$ cat config.mk
export PLATFORM = sky130hd
export DESIGN_NAME = fca_acq_ctrl
export DESIGN_NICKNAME = d
export VERILOG_FILES = /design/src/shared/fca_pkg.sv /design/src/verilog/fca_acq_ctrl.sv
export SDC_FILE = /design/constraint.sdc
export NUM_CORES = 1
export LEC_CHECK = 0
export BUFFER_PORTS_ARGS = -buffer_cell sky130_fd_sc_hd__buf_2
export CAP_MARGIN = 30
export CORE_ASPECT_RATIO = 0.75
export CORE_MARGIN = 2
export CORE_UTILIZATION = 31
export DETAILED_ROUTE_END_ITERATION = 10
export PLACE_DENSITY = 0.47
export SLEW_MARGIN = 20
export SYNTH_ARGS = -nofsm -noshare
export SYNTH_HDL_FRONTEND = slang
export SYNTH_SLANG_ARGS = --single-unit
$ cat constraint.sdc
create_clock -name mclk -period 8.8 [get_ports mclk]
set_input_delay 0.44 -clock mclk [delete_from_list [all_inputs] [get_ports mclk]]
set_output_delay 0.44 -clock mclk [all_outputs]
set_load 0.01 [all_outputs]
$ cat src/shared/fca_pkg.sv
// Constants, register map and state encoding of the frame acquisition control.
package fca_pkg;
	// Register byte offsets on the APB slave.
	localparam logic [7:0] OFS_MODE = 8'h00;
	localparam logic [7:0] OFS_SEQ_LEN = 8'h04;
	localparam logic [7:0] OFS_BURST = 8'h08;
	localparam logic [7:0] OFS_SELECT = 8'h0C;
	localparam logic [7:0] OFS_CMD = 8'h10;
	localparam logic [7:0] OFS_STATUS = 8'h14;
	localparam logic [7:0] OFS_FRAMES = 8'h18;
	// Field widths.
	localparam int MODE_W = 2;
	localparam int LEN_W = 16;
	localparam int BURST_W = 8;
	localparam int SEL_W = 2;
	// Command register bit positions; each written one is a single pulse.
	localparam int CMD_PREPARE = 0;
	localparam int CMD_BEGIN = 1;
	localparam int CMD_END = 2;
	localparam int CMD_KILL = 3;
	localparam int CMD_CFG_BEGIN = 4;
	localparam int CMD_CFG_COMMIT = 5;
	localparam int CMD_FEAT_BEGIN = 6;
	localparam int CMD_FEAT_COMMIT = 7;
	localparam int CMD_CHECK = 8;
	// Status register bit positions.
	localparam int ST_ACTIVE = 0;
	localparam int ST_READBACK = 1;
	localparam int ST_CFG_OK = 2;
	localparam int ST_ARMED = 3;
	localparam int ST_BATCH = 4;
	localparam int ST_STOP = 5;
	// Capture modes.
	localparam logic [1:0] MODE_CONT = 2'h0;
	localparam logic [1:0] MODE_ONE = 2'h1;
	localparam logic [1:0] MODE_SEQ = 2'h2;
	// Status selector codes.
	localparam logic [1:0] SEL_ACTIVE = 2'h0;
	localparam logic [1:0] SEL_WAIT = 2'h1;
	localparam logic [1:0] SEL_ARMED = 2'h2;
	localparam logic [1:0] SEL_STOP = 2'h3;
	// Reset values.
	localparam logic [1:0] RST_MODE = MODE_CONT;
	localparam logic [15:0] RST_SEQ_LEN = 16'h0001;
	localparam logic [7:0] RST_BURST = 8'h01;
	localparam logic [1:0] RST_SEL = SEL_ACTIVE;
	// Preparation latency of an arm, in ns, and in mclk cycles rounded up.
	localparam int ARM_NS = 40;
	localparam int CLK_NS = 10;
	localparam logic [3:0] ARM_CYC = 4'((ARM_NS + CLK_NS - 1) / CLK_NS);
	// Sequencer states, one-hot.
	typedef enum logic [3:0] {
		S_IDLE = 4'h1,
		S_ARM = 4'h2,
		S_REQ = 4'h4,
		S_WAIT = 4'h8
	} fca_state_t;
endpackage : fca_pkg

$ cat src/verilog/fca_acq_ctrl.sv
// Frame acquisition sequencer with APB register slave and config checking.
//
// Summary of operation
// - Continuous mode captures frames until stopped.
// - One-shot mode captures one frame, then stops.
// - Counted mode captures programmed length, then stops.
// - Sequence length sets the frame count only in counted mode.
// - Stop lets the current frame finish.
// - Kill ends at once, cancels trigger wait.
// - Kill while idle changes nothing.
// - Prepare checks settings and readies capture.
// - First start auto-prepares; changes force re-prepare.
// - Selector picks signal shown by readback.
// - Active flag high whenever frames are being captured.
// - Burst length sets snapshots per frame.
// - Batch writes are not checked on arrival.
// - Batch commit checks, then applies configuration.
// - Feature batch behaves like register batch.
// - Check command validates configuration on demand, outside a batch.
// - Readable flag tells configuration is consistent.
`timescale 1ns/10ps
`default_nettype none
module fca_acq_ctrl (
	// Clock and reset.
	input wire logic mclk,
	input wire logic srst,
	// APB slave.
	input wire logic psel,
	input wire logic penable,
	input wire logic pwrite,
	input wire logic [7:0] paddr,
	input wire logic [31:0] pwdata,
	output logic [31:0] prdata,
	output logic pready,
	output logic pslverr,
	// Sensor capture path, same clock domain.
	output logic snap_req,
	input wire logic snap_done,
	output logic frame_kill,
	output logic frame_done,
	// Status.
	output logic capture_in_progress,
	output logic cfg_ok_flag
);
	// A zero burst or an empty counted sequence can never complete.
	function automatic logic cfg_good(input logic [1:0] m,
			input logic [15:0] len, input logic [7:0] burst);
		logic mode_ok;
		mode_ok = (m == fca_pkg::MODE_CONT) || (m == fca_pkg::MODE_ONE) ||
			((m == fca_pkg::MODE_SEQ) && (len != 16'h0000));
		return mode_ok && (burst != 8'h00);
	endfunction : cfg_good

	// True when one more unit brings a count up to its limit.
	function automatic logic reached(input logic [15:0] cnt,
			input logic [15:0] lim);
		return ({1'b0, cnt} + 17'h00001) >= {1'b0, lim};
	endfunction : reached

	fca_pkg::fca_state_t st_q, st_d;
	logic [1:0] shd_mode_q, shd_mode_d, act_mode_q, act_mode_d;
	logic [15:0] shd_len_q, shd_len_d, act_len_q, act_len_d;
	logic [7:0] shd_burst_q, shd_burst_d, act_burst_q, act_burst_d;
	logic [1:0] sel_q, sel_d;
	logic cfg_ok_q, cfg_ok_d, armed_q, armed_d;
	logic batch_cfg_q, batch_cfg_d, batch_feat_q, batch_feat_d;
	logic [3:0] arm_cnt_q, arm_cnt_d;
	logic [7:0] snap_cnt_q, snap_cnt_d;
	logic [15:0] frame_cnt_q, frame_cnt_d;
	logic start_pend_q, start_pend_d, stop_pend_q, stop_pend_d;
	logic busy_q, busy_d, done_q, done_d, kill_q, kill_d;
	logic [31:0] rd_q, rd_d;
	logic addr_ok, apb_wr, cfg_wr, batch_open, shd_good, commit, arm_req;
	logic snap_last, frame_end, readback;
	logic [31:0] cmd;
	logic prepare_cmd, begin_capture_cmd, end_capture_cmd, kill_capture_cmd;
	logic batch_cfg_begin, batch_cfg_commit, batch_feat_begin;
	logic batch_feat_commit, cfg_check_cmd;

	// APB decode; the slave never waits, so every access is two cycles.
	assign addr_ok = paddr inside {fca_pkg::OFS_MODE, fca_pkg::OFS_SEQ_LEN,
		fca_pkg::OFS_BURST, fca_pkg::OFS_SELECT, fca_pkg::OFS_CMD,
		fca_pkg::OFS_STATUS, fca_pkg::OFS_FRAMES};
	assign apb_wr = psel && penable && pwrite && addr_ok;
	assign pready = 1'b1;
	assign pslverr = psel && penable && !addr_ok;
	assign prdata = rd_q;
	assign cfg_wr = apb_wr && (paddr inside {fca_pkg::OFS_MODE,
		fca_pkg::OFS_SEQ_LEN, fca_pkg::OFS_BURST});

	// Command pulses live for the single cycle of the write access.
	assign cmd = (apb_wr && (paddr == fca_pkg::OFS_CMD)) ? pwdata : 32'h0000_0000;
	assign prepare_cmd = cmd[fca_pkg::CMD_PREPARE];
	assign begin_capture_cmd = cmd[fca_pkg::CMD_BEGIN];
	assign end_capture_cmd = cmd[fca_pkg::CMD_END];
	assign kill_capture_cmd = cmd[fca_pkg::CMD_KILL];
	assign batch_cfg_begin = cmd[fca_pkg::CMD_CFG_BEGIN];
	assign batch_cfg_commit = cmd[fca_pkg::CMD_CFG_COMMIT];
	assign batch_feat_begin = cmd[fca_pkg::CMD_FEAT_BEGIN];
	assign batch_feat_commit = cmd[fca_pkg::CMD_FEAT_COMMIT];
	assign cfg_check_cmd = cmd[fca_pkg::CMD_CHECK];

	// An arm is taken only from idle; kill in the same write wins.
	assign arm_req = (st_q == fca_pkg::S_IDLE) && !kill_capture_cmd &&
		(prepare_cmd || (begin_capture_cmd && !armed_q));

	// Configuration: software writes the shadow, checked sets reach active.
	always_comb begin
		shd_mode_d = shd_mode_q;
		shd_len_d = shd_len_q;
		shd_burst_d = shd_burst_q;
		sel_d = sel_q;
		if (apb_wr && (paddr == fca_pkg::OFS_MODE))
			shd_mode_d = pwdata[fca_pkg::MODE_W-1:0];
		if (apb_wr && (paddr == fca_pkg::OFS_SEQ_LEN))
			shd_len_d = pwdata[fca_pkg::LEN_W-1:0];
		if (apb_wr && (paddr == fca_pkg::OFS_BURST))
			shd_burst_d = pwdata[fca_pkg::BURST_W-1:0];
		if (apb_wr && (paddr == fca_pkg::OFS_SELECT))
			sel_d = pwdata[fca_pkg::SEL_W-1:0];
		batch_open = batch_cfg_q || batch_feat_q;
		shd_good = cfg_good(shd_mode_d, shd_len_d, shd_burst_d);
		commit = (batch_cfg_commit && batch_cfg_q) ||
			(batch_feat_commit && batch_feat_q);
		batch_cfg_d = (batch_cfg_q || batch_cfg_begin) && !batch_cfg_commit;
		batch_feat_d = (batch_feat_q || batch_feat_begin) && !batch_feat_commit;
		cfg_ok_d = cfg_ok_q;
		// Inside a batch plain writes skip the check entirely.
		if (commit || arm_req || (cfg_check_cmd && !batch_open) ||
				(cfg_wr && !batch_open))
			cfg_ok_d = shd_good;
		act_mode_d = act_mode_q;
		act_len_d = act_len_q;
		act_burst_d = act_burst_q;
		if (shd_good && (commit || arm_req || (cfg_wr && !batch_open))) begin
			act_mode_d = shd_mode_d;
			act_len_d = shd_len_d;
			act_burst_d = shd_burst_d;
		end
		// Any change of the applied set makes the next start re-arm.
		armed_d = armed_q;
		if ((act_mode_d != act_mode_q) || (act_len_d != act_len_q) ||
				(act_burst_d != act_burst_q))
			armed_d = 1'b0;
		if (arm_req && shd_good)
			armed_d = 1'b1;
	end

	always_ff @(posedge mclk) begin
		if (srst) begin
			shd_mode_q <= fca_pkg::RST_MODE;
			shd_len_q <= fca_pkg::RST_SEQ_LEN;
			shd_burst_q <= fca_pkg::RST_BURST;
			act_mode_q <= fca_pkg::RST_MODE;
			act_len_q <= fca_pkg::RST_SEQ_LEN;
			act_burst_q <= fca_pkg::RST_BURST;
			sel_q <= fca_pkg::RST_SEL;
			cfg_ok_q <= 1'b1;
			armed_q <= 1'b0;
			batch_cfg_q <= 1'b0;
			batch_feat_q <= 1'b0;
		end else begin
			shd_mode_q <= shd_mode_d;
			shd_len_q <= shd_len_d;
			shd_burst_q <= shd_burst_d;
			act_mode_q <= act_mode_d;
			act_len_q <= act_len_d;
			act_burst_q <= act_burst_d;
			sel_q <= sel_d;
			cfg_ok_q <= cfg_ok_d;
			armed_q <= armed_d;
			batch_cfg_q <= batch_cfg_d;
			batch_feat_q <= batch_feat_d;
		end
	end

	// A frame is the last snapshot of a burst coming back.
	assign snap_last = reached({8'h00, snap_cnt_q}, {8'h00, act_burst_q});
	assign frame_end = (st_q == fca_pkg::S_WAIT) && snap_done && snap_last;

	// Sequencer: arm, request snapshots, count frames, stop or abort.
	always_comb begin
		st_d = st_q;
		arm_cnt_d = arm_cnt_q;
		snap_cnt_d = snap_cnt_q;
		frame_cnt_d = frame_cnt_q;
		start_pend_d = start_pend_q;
		stop_pend_d = stop_pend_q;
		done_d = 1'b0;
		kill_d = 1'b0;
		if (kill_capture_cmd && (st_q != fca_pkg::S_IDLE)) begin
			st_d = fca_pkg::S_IDLE;
			kill_d = 1'b1;
		end else begin
			unique case (st_q)
				fca_pkg::S_IDLE: begin
					// Kill here falls through with no effect.
					snap_cnt_d = 8'h00;
					frame_cnt_d = 16'h0000;
					stop_pend_d = 1'b0;
					start_pend_d = begin_capture_cmd;
					if (arm_req && shd_good) begin
						st_d = fca_pkg::S_ARM;
						arm_cnt_d = fca_pkg::ARM_CYC;
					end else if (begin_capture_cmd && armed_q && !kill_capture_cmd) begin
						st_d = fca_pkg::S_REQ;
					end
				end
				fca_pkg::S_ARM: begin
					if (begin_capture_cmd)
						start_pend_d = 1'b1;
					if (end_capture_cmd) begin
						st_d = fca_pkg::S_IDLE;
					end else if (arm_cnt_q == 4'h1) begin
						st_d = start_pend_d ? fca_pkg::S_REQ : fca_pkg::S_IDLE;
					end else begin
						arm_cnt_d = arm_cnt_q - 4'h1;
					end
				end
				fca_pkg::S_REQ: begin
					st_d = fca_pkg::S_WAIT;
					if (end_capture_cmd)
						stop_pend_d = 1'b1;
				end
				fca_pkg::S_WAIT: begin
					if (end_capture_cmd)
						stop_pend_d = 1'b1;
					if (snap_done && !snap_last) begin
						snap_cnt_d = snap_cnt_q + 8'h01;
						st_d = fca_pkg::S_REQ;
					end else if (frame_end) begin
						snap_cnt_d = 8'h00;
						frame_cnt_d = frame_cnt_q + 16'h0001;
						done_d = 1'b1;
						// Stop only on a frame boundary; continuous runs on.
						if (stop_pend_d || (act_mode_q == fca_pkg::MODE_ONE) ||
								((act_mode_q == fca_pkg::MODE_SEQ) &&
								reached(frame_cnt_q, act_len_q)))
							st_d = fca_pkg::S_IDLE;
						else
							st_d = fca_pkg::S_REQ;
					end
				end
				default: st_d = fca_pkg::S_IDLE;
			endcase
		end
		busy_d = (st_d == fca_pkg::S_REQ) || (st_d == fca_pkg::S_WAIT) ||
			((st_d == fca_pkg::S_ARM) && start_pend_d);
	end

	always_ff @(posedge mclk) begin
		if (srst) begin
			st_q <= fca_pkg::S_IDLE;
			arm_cnt_q <= 4'h0;
			snap_cnt_q <= 8'h00;
			frame_cnt_q <= 16'h0000;
			start_pend_q <= 1'b0;
			stop_pend_q <= 1'b0;
			busy_q <= 1'b0;
			done_q <= 1'b0;
			kill_q <= 1'b0;
		end else begin
			st_q <= st_d;
			arm_cnt_q <= arm_cnt_d;
			snap_cnt_q <= snap_cnt_d;
			frame_cnt_q <= frame_cnt_d;
			start_pend_q <= start_pend_d;
			stop_pend_q <= stop_pend_d;
			busy_q <= busy_d;
			done_q <= done_d;
			kill_q <= kill_d;
		end
	end

	assign snap_req = (st_q == fca_pkg::S_REQ);
	assign frame_kill = kill_q;
	assign frame_done = done_q;
	assign capture_in_progress = busy_q;
	assign cfg_ok_flag = cfg_ok_q;

	// Status readback mux over the internal acquisition signals.
	always_comb begin
		unique case (sel_q)
			fca_pkg::SEL_ACTIVE: readback = busy_q;
			fca_pkg::SEL_WAIT: readback = (st_q == fca_pkg::S_WAIT);
			fca_pkg::SEL_ARMED: readback = armed_q;
			fca_pkg::SEL_STOP: readback = stop_pend_q;
		endcase
	end

	// Read data is captured in the setup phase so it comes from a flop.
	always_comb begin
		rd_d = rd_q;
		if (psel && !penable && !pwrite) begin
			rd_d = 32'h0000_0000;
			unique case (paddr)
				fca_pkg::OFS_MODE: rd_d[fca_pkg::MODE_W-1:0] = shd_mode_q;
				fca_pkg::OFS_SEQ_LEN: rd_d[fca_pkg::LEN_W-1:0] = shd_len_q;
				fca_pkg::OFS_BURST: rd_d[fca_pkg::BURST_W-1:0] = shd_burst_q;
				fca_pkg::OFS_SELECT: rd_d[fca_pkg::SEL_W-1:0] = sel_q;
				fca_pkg::OFS_STATUS: begin
					rd_d[fca_pkg::ST_ACTIVE] = busy_q;
					rd_d[fca_pkg::ST_READBACK] = readback;
					rd_d[fca_pkg::ST_CFG_OK] = cfg_ok_q;
					rd_d[fca_pkg::ST_ARMED] = armed_q;
					rd_d[fca_pkg::ST_BATCH] = batch_cfg_q || batch_feat_q;
					rd_d[fca_pkg::ST_STOP] = stop_pend_q;
				end
				fca_pkg::OFS_FRAMES: rd_d[fca_pkg::LEN_W-1:0] = frame_cnt_q;
				default: rd_d = 32'h0000_0000;
			endcase
		end
	end

	always_ff @(posedge mclk) begin
		if (srst)
			rd_q <= 32'h0000_0000;
		else
			rd_q <= rd_d;
	end
endmodule : fca_acq_ctrl
`default_nettype wire

### Yosys cells after proc, flatten, opt, wreduce, memory -nomap -nowiden

Cells that the tools add are included.

| storage, ports and cells | value |
|---|---|
| bits in registers | 111 |
| bits in latches | 0 |
| bits in writable memories | 0 |
| memory bits (read-only) | 0 |
| input bits | 46 |
| output and inout bits | 39 |
| logic and storage cells | 181 |
| memories kept | 0 |

| operators by class | value |
|---|---|
| add/subtract/negate cells | 5 |
| multiply operators | 0 |
| div/mod/pow operators | 0 |
| order comparisons | 2 |
| equal/unequal tests | 31 |
| shifts and indexed selects | 0 |
| mux-type cells | 45 |
| bitwise gates (word level) | 2 |
| reduce and logical (&&, ||, !) cells | 75 |

Operators by type and width:

| cell | count |
|---|---|
| $mux 16 | 4 |
| $mux 4 | 10 |
| $logic_and 1x1->1 | 33 |
| $mux 8 | 4 |
| $pmux 16 s2 | 1 |
| $pmux 4 s4 | 2 |
| $pmux 8 s2 | 2 |
| $eq 8x5->1 const B | 3 |
| $add 16x1->17 const B | 1 |
| $ge 17x16->1 | 1 |
| $logic_or 1x1->1 | 17 |
| $add 16x1->16 const B | 1 |
| $eq 8x4->1 const B | 2 |
| $ne 16x16->1 | 1 |
| $reduce_bool 16->1 | 1 |
| $pmux 2 s6 | 1 |
| $mux 1 | 11 |
| $add 8x1->9 const B | 1 |
| $ge 9x8->1 | 1 |
| $logic_not 1->1 | 9 |
| $mux 9 | 1 |
| $add 8x1->8 const B | 1 |
| $eq 2x2->1 const B | 4 |
| $eq 4x1->1 const B | 2 |
| other kinds (31) | 46 |

### Logic depth before layout (Yosys ltp)

Gate-level depths: netlist (run 1).

| logic depth | value |
|---|---|
| depth in word-level cells | 18 |
| depth in mapped cells | 13 |
| gate-level depth less buffers | 13 |

### Least setup slack after synthesis (run 1)

Ideal clock, no wire load.

| timing | value |
|---|---|
| path type | register to register |
| from | register snap_cnt_q[0] |
| to | register frame_cnt_q[1] |
| library setup time | 0.132 ns |
| data arrival time | 2.695 ns |
| required time | 8.668 ns |
| slack | 5.973 ns |
| cell stages (with the launch flop) | 14 |
| buffers on the path | 2 |
| period minus slack after synthesis | 2.827 ns |
| path through | dfxtp_1 > ha_1 > and3_1 > clkbuf_1 > nand3_1 > xnor2_1 > ha_1 > or2_2 > a221oi_1 > or2_2 > a21oi_1 > clkbuf_1 > nand3_1 > a21oi_1 |

| between the ends | value |
|---|---|
| word-level cells in the longest chain between the ends | 6 |
| elaborated cells on any way between the ends | 8 |
| those cells by class | 1 x add/sub; 1 x order compare; 2 x eq/ne; 4 x reduce/logical |

RTL lines:

| element | RTL line | text |
|---|---|---|
| start: declaration | fca_acq_ctrl.sv:68 | `logic [7:0] snap_cnt_q, snap_cnt_d;` |
| start signal: assignment | fca_acq_ctrl.sv:265 | `snap_cnt_q <= snap_cnt_d;` |
| $add 8x1->9 * | fca_acq_ctrl.sv:57 | `return ({1'b0, cnt} + 17'h00001) >= {1'b0, lim};` |
| $ge 9x8->1 * | fca_acq_ctrl.sv:57 |  |
| $logic_not 1->1 | fca_acq_ctrl.sv:228 | `if (snap_done && !snap_last) begin` |
| $logic_and 1x1->1 | fca_acq_ctrl.sv:228 |  |
| $ne 2x2->1 (no line) | - |  |
| $reduce_and 4->1 (no line) * | - |  |
| end signal: assignment | fca_acq_ctrl.sv:266 | `frame_cnt_q <= frame_cnt_d;` |
| end: declaration | fca_acq_ctrl.sv:69 | `logic [15:0] frame_cnt_q, frame_cnt_d;` |

Mark *: on every way between the ends. The rest lies on a longest branch, timed or not.
A chain may end at the register's enable or synchronous reset.

### Worst setup path in the final report (run 1)

| timing | value |
|---|---|
| from | register snap_cnt_q[0] |
| to | register frame_cnt_q[8] |

Same word-level chain as after synthesis.

==> results of run 1 <==
cells in the final DEF, fill, tap and decap left out, types with 4 or more instances in the layout:
cell type	Yosys	routed
nor2_1	129	129
dfxtp_1	111	111
nand2_1	62	62
buf_2	7	51
a21oi_1	46	46
nand3_1	32	32
mux2i_1	32	32
inv_1	31	31
a211oi_1	31	31
ha_1	28	28
nor3_1	25	25
o21ai_0	20	20
nor4_1	18	18
xnor2_1	17	17
conb_1	2	17
nand4_1	15	15
a22oi_1	14	14
and3_1	12	12
nand2b_1	12	12
nor2b_1	11	11
xor2_1	10	10
a221oi_1	10	10
o211ai_1	9	9
clkbuf_16	0	9
buf_4	17	9
and2_1	8	8
a31oi_1	7	7
nand3b_1	6	6
mux2_2	6	6
and4_1	5	5
a41oi_1	5	5
or3_1	5	5
a21o_1	4	4
o32ai_1	4	4
o221ai_1	4	4
sequential cells by signal (all words and copies together) (netlist names):
name	cells
act_burst_q	8
batch_feat_q	1
frame_done	1
shd_mode_q	2
st_q	4
sel_q	2
batch_cfg_q	1
frame_kill	1
stop_pend_q	1
prdata	16
act_mode_q	2
snap_cnt_q	8
armed_q	1
arm_cnt_q	4
shd_burst_q	8
shd_len_q	16
cfg_ok_flag	1
frame_cnt_q	16
start_pend_q	1
capture_in_progress	1
act_len_q	16
synth_stat cells (all sizes together) (4+ instances only):
| cell type | number |
|---|---|
| inv | 31 |
| a41oi | 5 |
| xor2 | 10 |
| a211oi | 32 |
| nor4 | 22 |
| o211ai | 9 |
| ha | 28 |
| a21oi | 46 |
| mux2i | 35 |
| a31oi | 7 |
| xnor2 | 17 |
| dfxtp | 111 |
| a21o | 4 |
| clkbuf | 29 |
| nor3 | 26 |
| and3 | 12 |
| or3 | 5 |
| a221oi | 10 |
| nor2b | 11 |
| or2 | 4 |
| nand3b | 6 |
| o32ai | 4 |
| o21ai | 20 |
| nand2b | 12 |
| a22oi | 14 |
| nor4b | 4 |
| o221ai | 4 |
| nand3 | 32 |
| nand2 | 62 |
| nor2 | 129 |
| nand4 | 17 |
| a21boi | 5 |
| and4 | 5 |
| and2 | 8 |
| buf | 33 |
| mux2 | 8 |
worst paths after layout:
check	from	endpoint	slack (ns)
worst max-delay path	snap_cnt_q[0]	frame_cnt_q[8]	5.45
worst min-delay path	pwdata[13]	shd_len_q[13]	0.41
worst max register to register	snap_cnt_q[0]	frame_cnt_q[8]	5.45
worst min register to register	prdata[15]	prdata[15]	0.50
logic make-up after synthesis:
| logic type | after synthesis |
|---|---|
| AOI/OAI and AO/OA | 192 |
| xor gates and xnor gates | 27 |
| adders and majority gates | 28 |
| buffers and inverters | 93 |
| DFF | 111 |
| muxes | 45 |
| other | 2 |
| and+or+nand+nor | 362 |
metrics by stage:
| step | setup WS [ns] | area, um2 | cells |
|---|---|---|---|
| 3_5_place_dp | 4.799 | 7400 | 1168 |
| 2_1_floorplan | 5.973 | 7022 | 875 |
| 3_3_place_gp | 4.750 | 7383 | 1166 |
| 4_1_cts | 5.177 | 7690 | 1184 |
| 6_report | 5.452 | 7705 | 1185 |
| 5_1_grt | 5.241 | 7705 | 1185 |
metal layers:
| metal | vias to the layer above | track usage |
|---|---|---|
| met4 | 0 | 0.03673 |
| met2 | 224 | 0.2797 |
| li1 | 3168 | - |
| met3 | 16 | 0.04053 |
| met1 | 3080 | 0.3028 |
| met5 | - | 0 |
worst max-delay path, delay by kind of cell, from the launching register on:
family	cells	cell delay (ns)
xor gates and xnor gates	1	0.21
and+or+nand+nor	5	1.15
AOI/OAI and AO/OA	3	1.03
adders and majority gates	2	0.49
DFF	1	0.39
area by class of cell:
type | instances | area, um2 | share of cell area
Tap cell | 294 | 367.9 | 0.04774
Clock buffer | 10 | 229.0 | 0.02972
Multi-Input combinational cell | 671 | 4359 | 0.5658
Sequential cell | 111 | 2222 | 0.2884
Timing Repair Buffer | 62 | 349.1 | 0.04531
Inverter | 31 | 116.4 | 0.01510
Clock inverter | 6 | 61.31 | 0.007957
power by group through the flow:
stage / Combinational (uW) / Sequential [uW] / Clock, uW
6_report: 60.4 / 505 / 416
5_1_grt: 65.5 / 506 / 447
4_1_cts: 60.2 / 505 / 432
3_5_place_dp: 60.2 / 517 / 0
3_3_place_gp: 60.1 / 517 / 0
2_1_floorplan: 38.4 / 518 / 0
==> metrics.txt, run 1 <==
Synth Instances 860; vias in the first global route 5779; via-per-instance ratio between 5 and 6; Worst EP arrival 3.64 ns; xor and xnor area share after synthesis 0.03395; routability congestion estimate 0.8972; multiplexer area fraction after synthesis 0.07131; Std-Cell Rows 47; Initial Util 0.3159; M1 WL around 12 mm; H-tree levels 3; RSZ-0062 raised after global routing false; largest family of logic cells by synthesized area simple AND/OR/NAND/NOR gates; Clock Tree Buf Depth 2; Crit. End Element flip-flop; Main synth FF type dfxtp_1; ANT cells 0; Post-Syn Area per Cell 8.099 um2; Sink Count 111; total internal power 740.6 uW; Critical Path RT 9.09 ns; setup violators final 0; VDD IR max 0.08648 mV; setup TNS 0 ns; routed length on met3 1.721 mm; CP max-delay cell a21o_1; status finished, final reports clean; Seq pwr share 0.515; Port-buffer cells roughly 50; detailed placer's ending HPWL 17.72 mm; fill count roughly 2300; Synth Area in Simple Gates 0.2641; Seq/Total Area, Yosys 0.3190; Compound-Gate Fraction of Synth Area 0.1954; top-area cell type share of the netlist area 0.3190; switch share 0.2460; FF-to-FF path depth 11; Worst Hold Class primary input to flip-flop; final period utilization 0.3804; Antenna Nets Post-Route 0; YS warnings 0; Mapped Area 6965 um2; Total Power 982.3 uW; Layout area overhead 10.62%; Max Used Layer met4; synthesized flop and latch total 111; Yosys cell types 77; Synth Area in Adders 0.05030; logic gate share of total power 0.061; initial antenna violation count 1; MaxCap Viol Count 0; I/O Pins between 80 and 90; pin count of the biggest net entering global routing 62; Net count, final 960; Die Wd 177.1 um; Setup Skew roughly 0.010 ns; Slew headroom 0.4675; Root Buffer clkbuf_16; # DRC 0; Worst-Margin Slew 0.7958 ns; Clock Pin Slew Worst Setup and Hold Paths 0.08 ns; CORE AREA roughly 22000 um2; ratio of cells with drive above 1 in the final layout 0.1235; crit path time final 3.348 ns; CTS tree yes; Clk Latency, worst-skew pair 0.36 ns; Synth area leaders dfxtp_1 32%, nor2_1 7.0%, ha_1 5.0%; Wirelength per Cell 19.68 um; initial DRC count 536; f_max between 200 and 300 MHz; class of the most critical setup path flip-flop to flip-flop; post-CTS setup buffers 0; Post-synth EDFFs 0; Hold Path Cell Cnt 3; PostCTS Resize Cnt 0; worst-path cell chain ha_1 > and3_1 > nand3_1 > xnor2_1 > ha_1 > or2_2 > a221oi_1 > or2_2 > a21o_1 > a22oi_1 > nor2_1; cts hold-fix bufs 0; Fin Hold WS 0.4103 ns; DRT Wirelength 23.32 mm; cell taking the most area after synthesis dfxtp_1; fin util 0.3494; vias between 6000 and 7000; Net Sw Power 241.7 uW; worst-path maximum fanout 14; cts bufs inserted 9; Startpoint Class flip-flop; Final Hold Fails 0; first drt pass iteration count 5; first-pass GRT wire length about 35 mm; Leak 0.002885 uW; Critical Path Max Stage Delay 0.48 ns; asr flop ratio synth 0; gr usage total 0.1965; total congestion overflow 0; Slew Viols, Final 0; P per Cell Area 127.5 nW/um2; die area 23700 um2; die height 133.8 um; Clock power frac 0.424; Met2 Wirelength 9.656 mm
No activity file was read; power rests on OpenSTA's default activity.
==> inputs of run 2 (changes only) <==
==> constraint.sdc (replaced) <==
create_clock -name mclk -period 3.2 [get_ports mclk]
set_input_delay 0.16 -clock mclk [delete_from_list [all_inputs] [get_ports mclk]]
set_output_delay 0.16 -clock mclk [all_outputs]
set_load 0.01 [all_outputs]
==> run 2 against run 1 <==
Cell count rose by 2.7%. Clock skew barely moved. Sequential share of layout area fell by 1.1 points. Critical path type unchanged. Worst setup slack got worse by 5.3 ns.
==> metrics.txt, run 2 (synthesis gave the netlist of run 1 again) <==
status finished, final reports clean; Top Family by Delay on Critical Path simple AND/OR/NAND/NOR gates; initial antenna violation count 0 (-1); total congestion overflow 0 (unchanged); cts bufs inserted 9 (unchanged); Wirelength per Cell 19.59 um (-0.48%); class of the most critical setup path flip-flop to flip-flop; Port-buffer cells 51 (unchanged); Layout area overhead 15.00%; first-pass GRT wire length 36.58 mm (+3.5%); CP max-delay cell dfxtp_1; detailed placer's ending HPWL 18.26 mm (+3.1%); Hold Path Cell Cnt 3 (unchanged); Critical Path Max Stage Delay 0.44 ns (-0.04 ns); pin count of the biggest net entering global routing 78 (+26%); die height 133.8 um (unchanged); Critical Path RT 3.45 ns (-5.64 ns); Net count, final 992 (+3.3%); Leak 0.003072 uW (+6.5%); setup violators final 0 (unchanged); fill count 2390 (+3.1%); Slew Viols, Final 0 (unchanged); Fin Hold WS 0.1176 ns (-0.2928 ns); Clock Pin Slew Worst Setup and Hold Paths 0.08 ns (about the same); f_max 330.9 MHz (+11%); CORE AREA 22050 um2 (unchanged); placement-stage worst setup slack 0.1233 ns (-4.676 ns); worst reg-to-reg setup slack 0.18 ns (-5.27 ns); Clock Tree Buf Depth 2 (unchanged); worst-path cell chain and4_1 > and3_1 > nand3_1 > xnor2_1 > ha_1 > nand4_1 > nor2_1 > o221ai_1 > a21oi_2 > nor3_2 > o31ai_1 > a211oi_1; CTS tree yes; routability congestion estimate 0.9018 (+0.51%); commonest non-fill, non-tap cells in the layout 128 x nor2_1, 111 x dfxtp_1, 62 x nand2_1; fin util 0.3632 (+0.01384); Final Hold Fails 0 (unchanged); H-tree levels 3 (unchanged); die area 23700 um2 (unchanged); gr usage total 0.2035 (+0.007007); Std-Cell Rows 47 (unchanged); final setup margin 0.1778 ns (-5.274 ns); initial DRC count 629 (+17%); vias in the first global route 6126 (+6.0%); RSZ-0062 raised after global routing false; setup TNS 0 ns (unchanged); Crit. End Element flip-flop; cell depth of the worst setup path 12 (+1); VDD IR max 0.2571 mV (+200%); Worst Hold Class primary input to flip-flop; final period utilization 0.9445 (+0.5640); FF-to-FF path depth 12 (+1); most common cell after layout, fill and taps aside nor2_1; Slew headroom 0.4163 (-0.05125); worst-path maximum fanout 5 (-9); # DRC 0 (unchanged); Sink Count 111 (unchanged); Hold EP shd_len_q[13]; DRT Wirelength 23.84 mm (+2.2%); crit path time final 3.022 ns (-0.3257 ns); first drt pass iteration count 5 (unchanged); ANT cells 0 (unchanged); P per Cell Area 354.4 nW/um2 (+180%); Setup Skew 0.01042 ns (+0.0003340 ns); worst flop-to-flop path endpoint capture_in_progress; critical register-to-register path startpoint frame_cnt_q[4]; ratio of cells with drive above 1 in the final layout 0.1603 (+0.03689); Hold Crit Start pwdata[13]; Antenna Nets Post-Route 0 (unchanged); Clk Latency, worst-skew pair 0.37 ns (about the same); Initial Util 0.3159 (unchanged); I/O Pins 85 (unchanged); vias 6635 (+2.3%); Die Wd 177.1 um (unchanged); WP buf/inv 0 (unchanged); Startpoint Class flip-flop; Worst EP arrival 3.27 ns (-0.37 ns); Worst-Margin Slew 0.8756 ns (+0.07982 ns); sequential cell area 2222 um2 (unchanged); multi-input logic area 4382 um2 (+0.52%); via-per-instance ratio 5.452 (-0.42%); Root Buffer clkbuf_16; MaxCap Viol Count 0 (unchanged)
-- run 2: where the power goes --
group / switching [uW] / leakage, uW / internal, uW
Clock: 563 / 0.000159 / 713
Sequential: 3.63 / 0.000895 / 1390
Combinational: 123 / 0.00202 / 49.8
-- run 2: repair_timing --
action,in CTS,in global routing
hold endpoints to repair,0,0
gates resized for setup,0,5
hold buffers,0,0
setup buffers,0,1
setup endpoints to repair,0,10
-- run 2: layer usage --
| metal | track usage | routed length [um] |
|---|---|---|
| met1 | 0.3185 | 12220 |
| met2 | 0.2862 | 9800 |
| met3 | 0.03685 | 1591 |
| met4 | 0.04132 | 223 |
| met5 | 0 | 0 |
-- run 2: cell type report --
class	instances	share of cell area
clock buffer	10	0.02983
inverter	31	0.01453
sequential	111	0.2774
clock inverter	6	0.01125
timing repair buffer	94	0.07404
multi-input combinational	671	0.5470
tap	294	0.04592
-- run 2: stage by stage --
step	power (uW)	area, um2	instances
after CTS	2877	7984	1216
final	2839	8010	1217
after global routing	2947	8010	1217
after detailed placement	1594	7655	1200
after global placement	1595	7651	1200
after floorplan	1531	7022	875
-- run 2: how the worst max path moves through the flow --
stage,from,endpoint
6_report,frame_cnt_q[4],capture_in_progress
2_1_floorplan,snap_cnt_q[0],frame_cnt_q[1]
5_1_grt,frame_cnt_q[4],capture_in_progress
3_5_place_dp,frame_cnt_q[4],capture_in_progress
3_3_place_gp,snap_cnt_q[0],frame_cnt_q[14]
4_1_cts,frame_cnt_q[4],capture_in_progress
-- run 2: worst register-to-register path: cells and delay by family, from the launching register on --
family,cells,cell delay [ns]
xor gates and xnor gates,1,0.20
AOI/OAI and AO/OA,4,0.80
DFF,1,0.44
and+or+nand+nor,6,1.14
adders and majority gates,1,0.32
==> inputs of run 3 (changes only) <==
--- a/config.mk
+++ b/config.mk
@@ -5,6 +5,7 @@
 export SDC_FILE = /design/constraint.sdc
 export NUM_CORES = 1
 export LEC_CHECK = 0
+export ABC_AREA = 1
 export BUFFER_PORTS_ARGS = -buffer_cell sky130_fd_sc_hd__buf_2
 export CAP_MARGIN = 30
 export CORE_ASPECT_RATIO = 0.75
==> constraint.sdc (replaced) <==
create_clock -name mclk -period 3.2 [get_ports mclk]
set_input_delay 0.16 -clock mclk [delete_from_list [all_inputs] [get_ports mclk]]
set_output_delay 0.16 -clock mclk [all_outputs]
set_load 0.005 [all_outputs]
==> run 3 against run 2 <==
Fmax fell by 5.0%. Largest power group unchanged. Non-clock buffer count increased by 58. Area after synthesis shrank 3.9%. Worst setup slack worse by 0.16 ns. Sequential share of layout area down 1.5 points. Critical endpoint is now st_q[0]. Flip-flop and latch count is the same. Synthesized cell count increased by 16%. Critical path depth rose by 9. Via count up 2.5%. Power decreased by 5.5%. Core utilization increased by 3.7 points.
==> metrics.txt, run 3 <==
detailed placer's ending HPWL 16.34 mm (-11%); Slew Viols, Final 0 (unchanged); gr usage total 0.1865 (-0.01703); Main synth FF type dfxtp_1; fin util 0.4007 (+0.03746); MaxCap Viol Count 0 (unchanged); final setup margin 0.01782 ns (-0.1599 ns); multi-input logic area 3867 um2 (-12%); sequential cell area 2228 um2 (+0.28%); die area 22790 um2 (-3.8%); Wirelength per Cell 15.47 um (-21%); status finished, final reports clean; Yosys cell types 56 (-27%); worst-path maximum fanout 3 (-2); Clock Pin Slew Worst Setup and Hold Paths 0.09 ns (about the same); initial antenna violation count 1 (+1); VDD IR max 0.2467 mV (-4.1%); Sink Count 111 (unchanged); total congestion overflow 0 (unchanged); vias 6803 (+2.5%); via-per-instance ratio 4.798 (-12%); Slew headroom 0.4513 (+0.03504); setup violators final 0 (unchanged); Port-buffer cells 51 (unchanged); Final Hold Fails 0 (unchanged); Post-synth EDFFs 0 (unchanged); most frequent cell after synthesis nand2_1; setup TNS 0 ns (unchanged); Setup Skew 0.01886 ns (+0.008438 ns); Mapped Area 6693 um2 (-3.9%); Die Wd 173.7 um (-1.9%); # DRC 0 (unchanged); Worst-Margin Slew 0.8180 ns (-0.05761 ns); commonest non-fill, non-tap cells in the layout 185 x nand2_1, 142 x inv_1, 142 x nor2_1; Fin Hold WS 0.09907 ns (-0.01848 ns); fill count 2277 (-4.7%); ANT cells 0 (unchanged); cts bufs inserted 9 (unchanged); RSZ-0062 raised after global routing true; Seq/Total Area, Yosys 0.3320 (+0.01300); CTS tree yes; Leak 0.003906 uW (+27%); Synth Instances 998 (+16%); class of the most critical setup path flip-flop to flip-flop; Synth area leaders dfxtp_1 33%, nand2_1 10%, inv_1 8.4%; die height 131.2 um (-1.9%); vias in the first global route 5848 (-4.5%); synthesized flop and latch total 111 (unchanged); placement-stage worst setup slack -0.2898 ns (-0.4130 ns); most frequent cells after synthesis 187 x nand2_1, 149 x inv_1, 145 x nor2_1, 111 x dfxtp_1, 59 x a21oi_1; Critical Path RT 3.44 ns (about the same); YS warnings 0 (unchanged); crit path time final 3.182 ns (+0.1599 ns); Clock Tree Buf Depth 2 (unchanged); Crit. End Element flip-flop; Antenna Nets Post-Route 0 (unchanged); H-tree levels 3 (unchanged); Net count, final 1199 (+21%); most common cell after layout, fill and taps aside nand2_1; CORE AREA 21180 um2 (-4.0%); f_max 314.3 MHz (-5.0%); Clk Latency, worst-skew pair 0.37 ns (about the same); Worst Hold Class primary input to flip-flop; final period utilization 0.9944 (+0.04998); Worst EP arrival 3.42 ns (+0.15 ns); pin count of the biggest net entering global routing 57 (-27%); Std-Cell Rows 46 (-2.1%); P per Cell Area 316.0 nW/um2 (-11%); Initial Util 0.3160 (about the same); Post-Syn Area per Cell 6.706 um2 (-17%); I/O Pins 85 (unchanged); asr flop ratio synth 0 (unchanged); Root Buffer clkbuf_16; DRT Wirelength 21.94 mm (-8.0%); Startpoint Class flip-flop; Layout area overhead 26.81%; first drt pass iteration count 6 (+1); cell taking the most area after synthesis dfxtp_1; routability congestion estimate 0.8436 (-6.5%); first-pass GRT wire length 33.42 mm (-8.6%); ratio of cells with drive above 1 in the final layout 0.2168 (+0.05647); initial DRC count 537 (-15%); top-area cell type share of the netlist area 0.3320 (+0.01300)
-- run 3: routing by layer --
layer | up-vias | GRT usage | wire length [um]
li1 | 3481 | - | -
met3 | 20 | 0.02894 | 1310
met2 | 189 | 0.2478 | 8447
met5 | - | 0 | 0
met1 | 3113 | 0.3079 | 11980
met4 | 0 | 0.03315 | 197
-- run 3: critical path, stage by stage, from the launching register on --
cell	delay, ns
dfxtp_2	0.34
inv_2	0.05
nor3_4	0.19
inv_2	0.06
nor3_4	0.18
inv_2	0.06
nor3_4	0.23
buf_6	0.14
nand2_4	0.05
nor3_2	0.14
xor2_1	0.24
ha_1	0.28
nand2_1	0.06
inv_1	0.05
nand3_1	0.06
nor3_1	0.05
a31oi_2	0.15
o41ai_2	0.10
o211ai_1	0.21
nand3_1	0.13
a22oi_1	0.17
o311ai_1	0.12
-- run 3: path summary, 6_finish.rpt --
kind | start | endpoint | slack (ns) | cells past startpoint
worst min-delay path | pwdata[15] | shd_len_q[15] | 0.1 | 3
worst max register to register | frame_cnt_q[2] | st_q[0] | 0.02 | 21
worst max-delay path | frame_cnt_q[2] | st_q[0] | 0.02 | 21
worst min register to register | stop_pend_q | stop_pend_q | 0.46 | 2
-- run 3: final cells by class --
| type | count | area share |
|---|---|---|
| Clock buffer | 9 | 0.02654 |
| Clock inverter | 7 | 0.008698 |
| Inverter | 159 | 0.07062 |
| Multi-Input combinational cell | 692 | 0.4557 |
| Sequential cell | 111 | 0.2626 |
| Tap cell | 288 | 0.04246 |
| Timing Repair Buffer | 152 | 0.1334 |
-- run 3: stage by stage --
| stage | instances | power (uW) | instance area, um2 |
|---|---|---|---|
| after floorplan | 1013 | 1489 | 6749 |
| final | 1418 | 2682 | 8487 |
| after global placement | 1378 | 1527 | 7694 |
| after detailed placement | 1379 | 1531 | 7721 |
| after global routing | 1418 | 2775 | 8487 |
| after CTS | 1407 | 2714 | 8200 |
-- run 3: repair_timing --
action / CTS / global route
cloned: 0 / 2
pin swaps: 13 / 27
endpoints found under the setup margin: 20 / 27
hold buffers: 0 / 0
resized for setup: 24 / 40
buffers inserted: 12 / 9
-- run 3: cell families after synthesis --
logic type      synth area share
compound gates            0.1557
xor+xnor                 0.01832
flops                     0.3320
simple gates              0.3073
buf+inv                   0.1331
fa+ha+maj                0.05235
other cells             0.001122
-- run 3: where the power goes --
part | internal, uW | total (uW) | leakage, uW | switching [uW]
Combinational | 34.7 | 111 | 0.00287 | 76.8
Clock | 557 | 1180 | 0.000141 | 625
Sequential | 1390 | 1390 | 0.000897 | 2.65
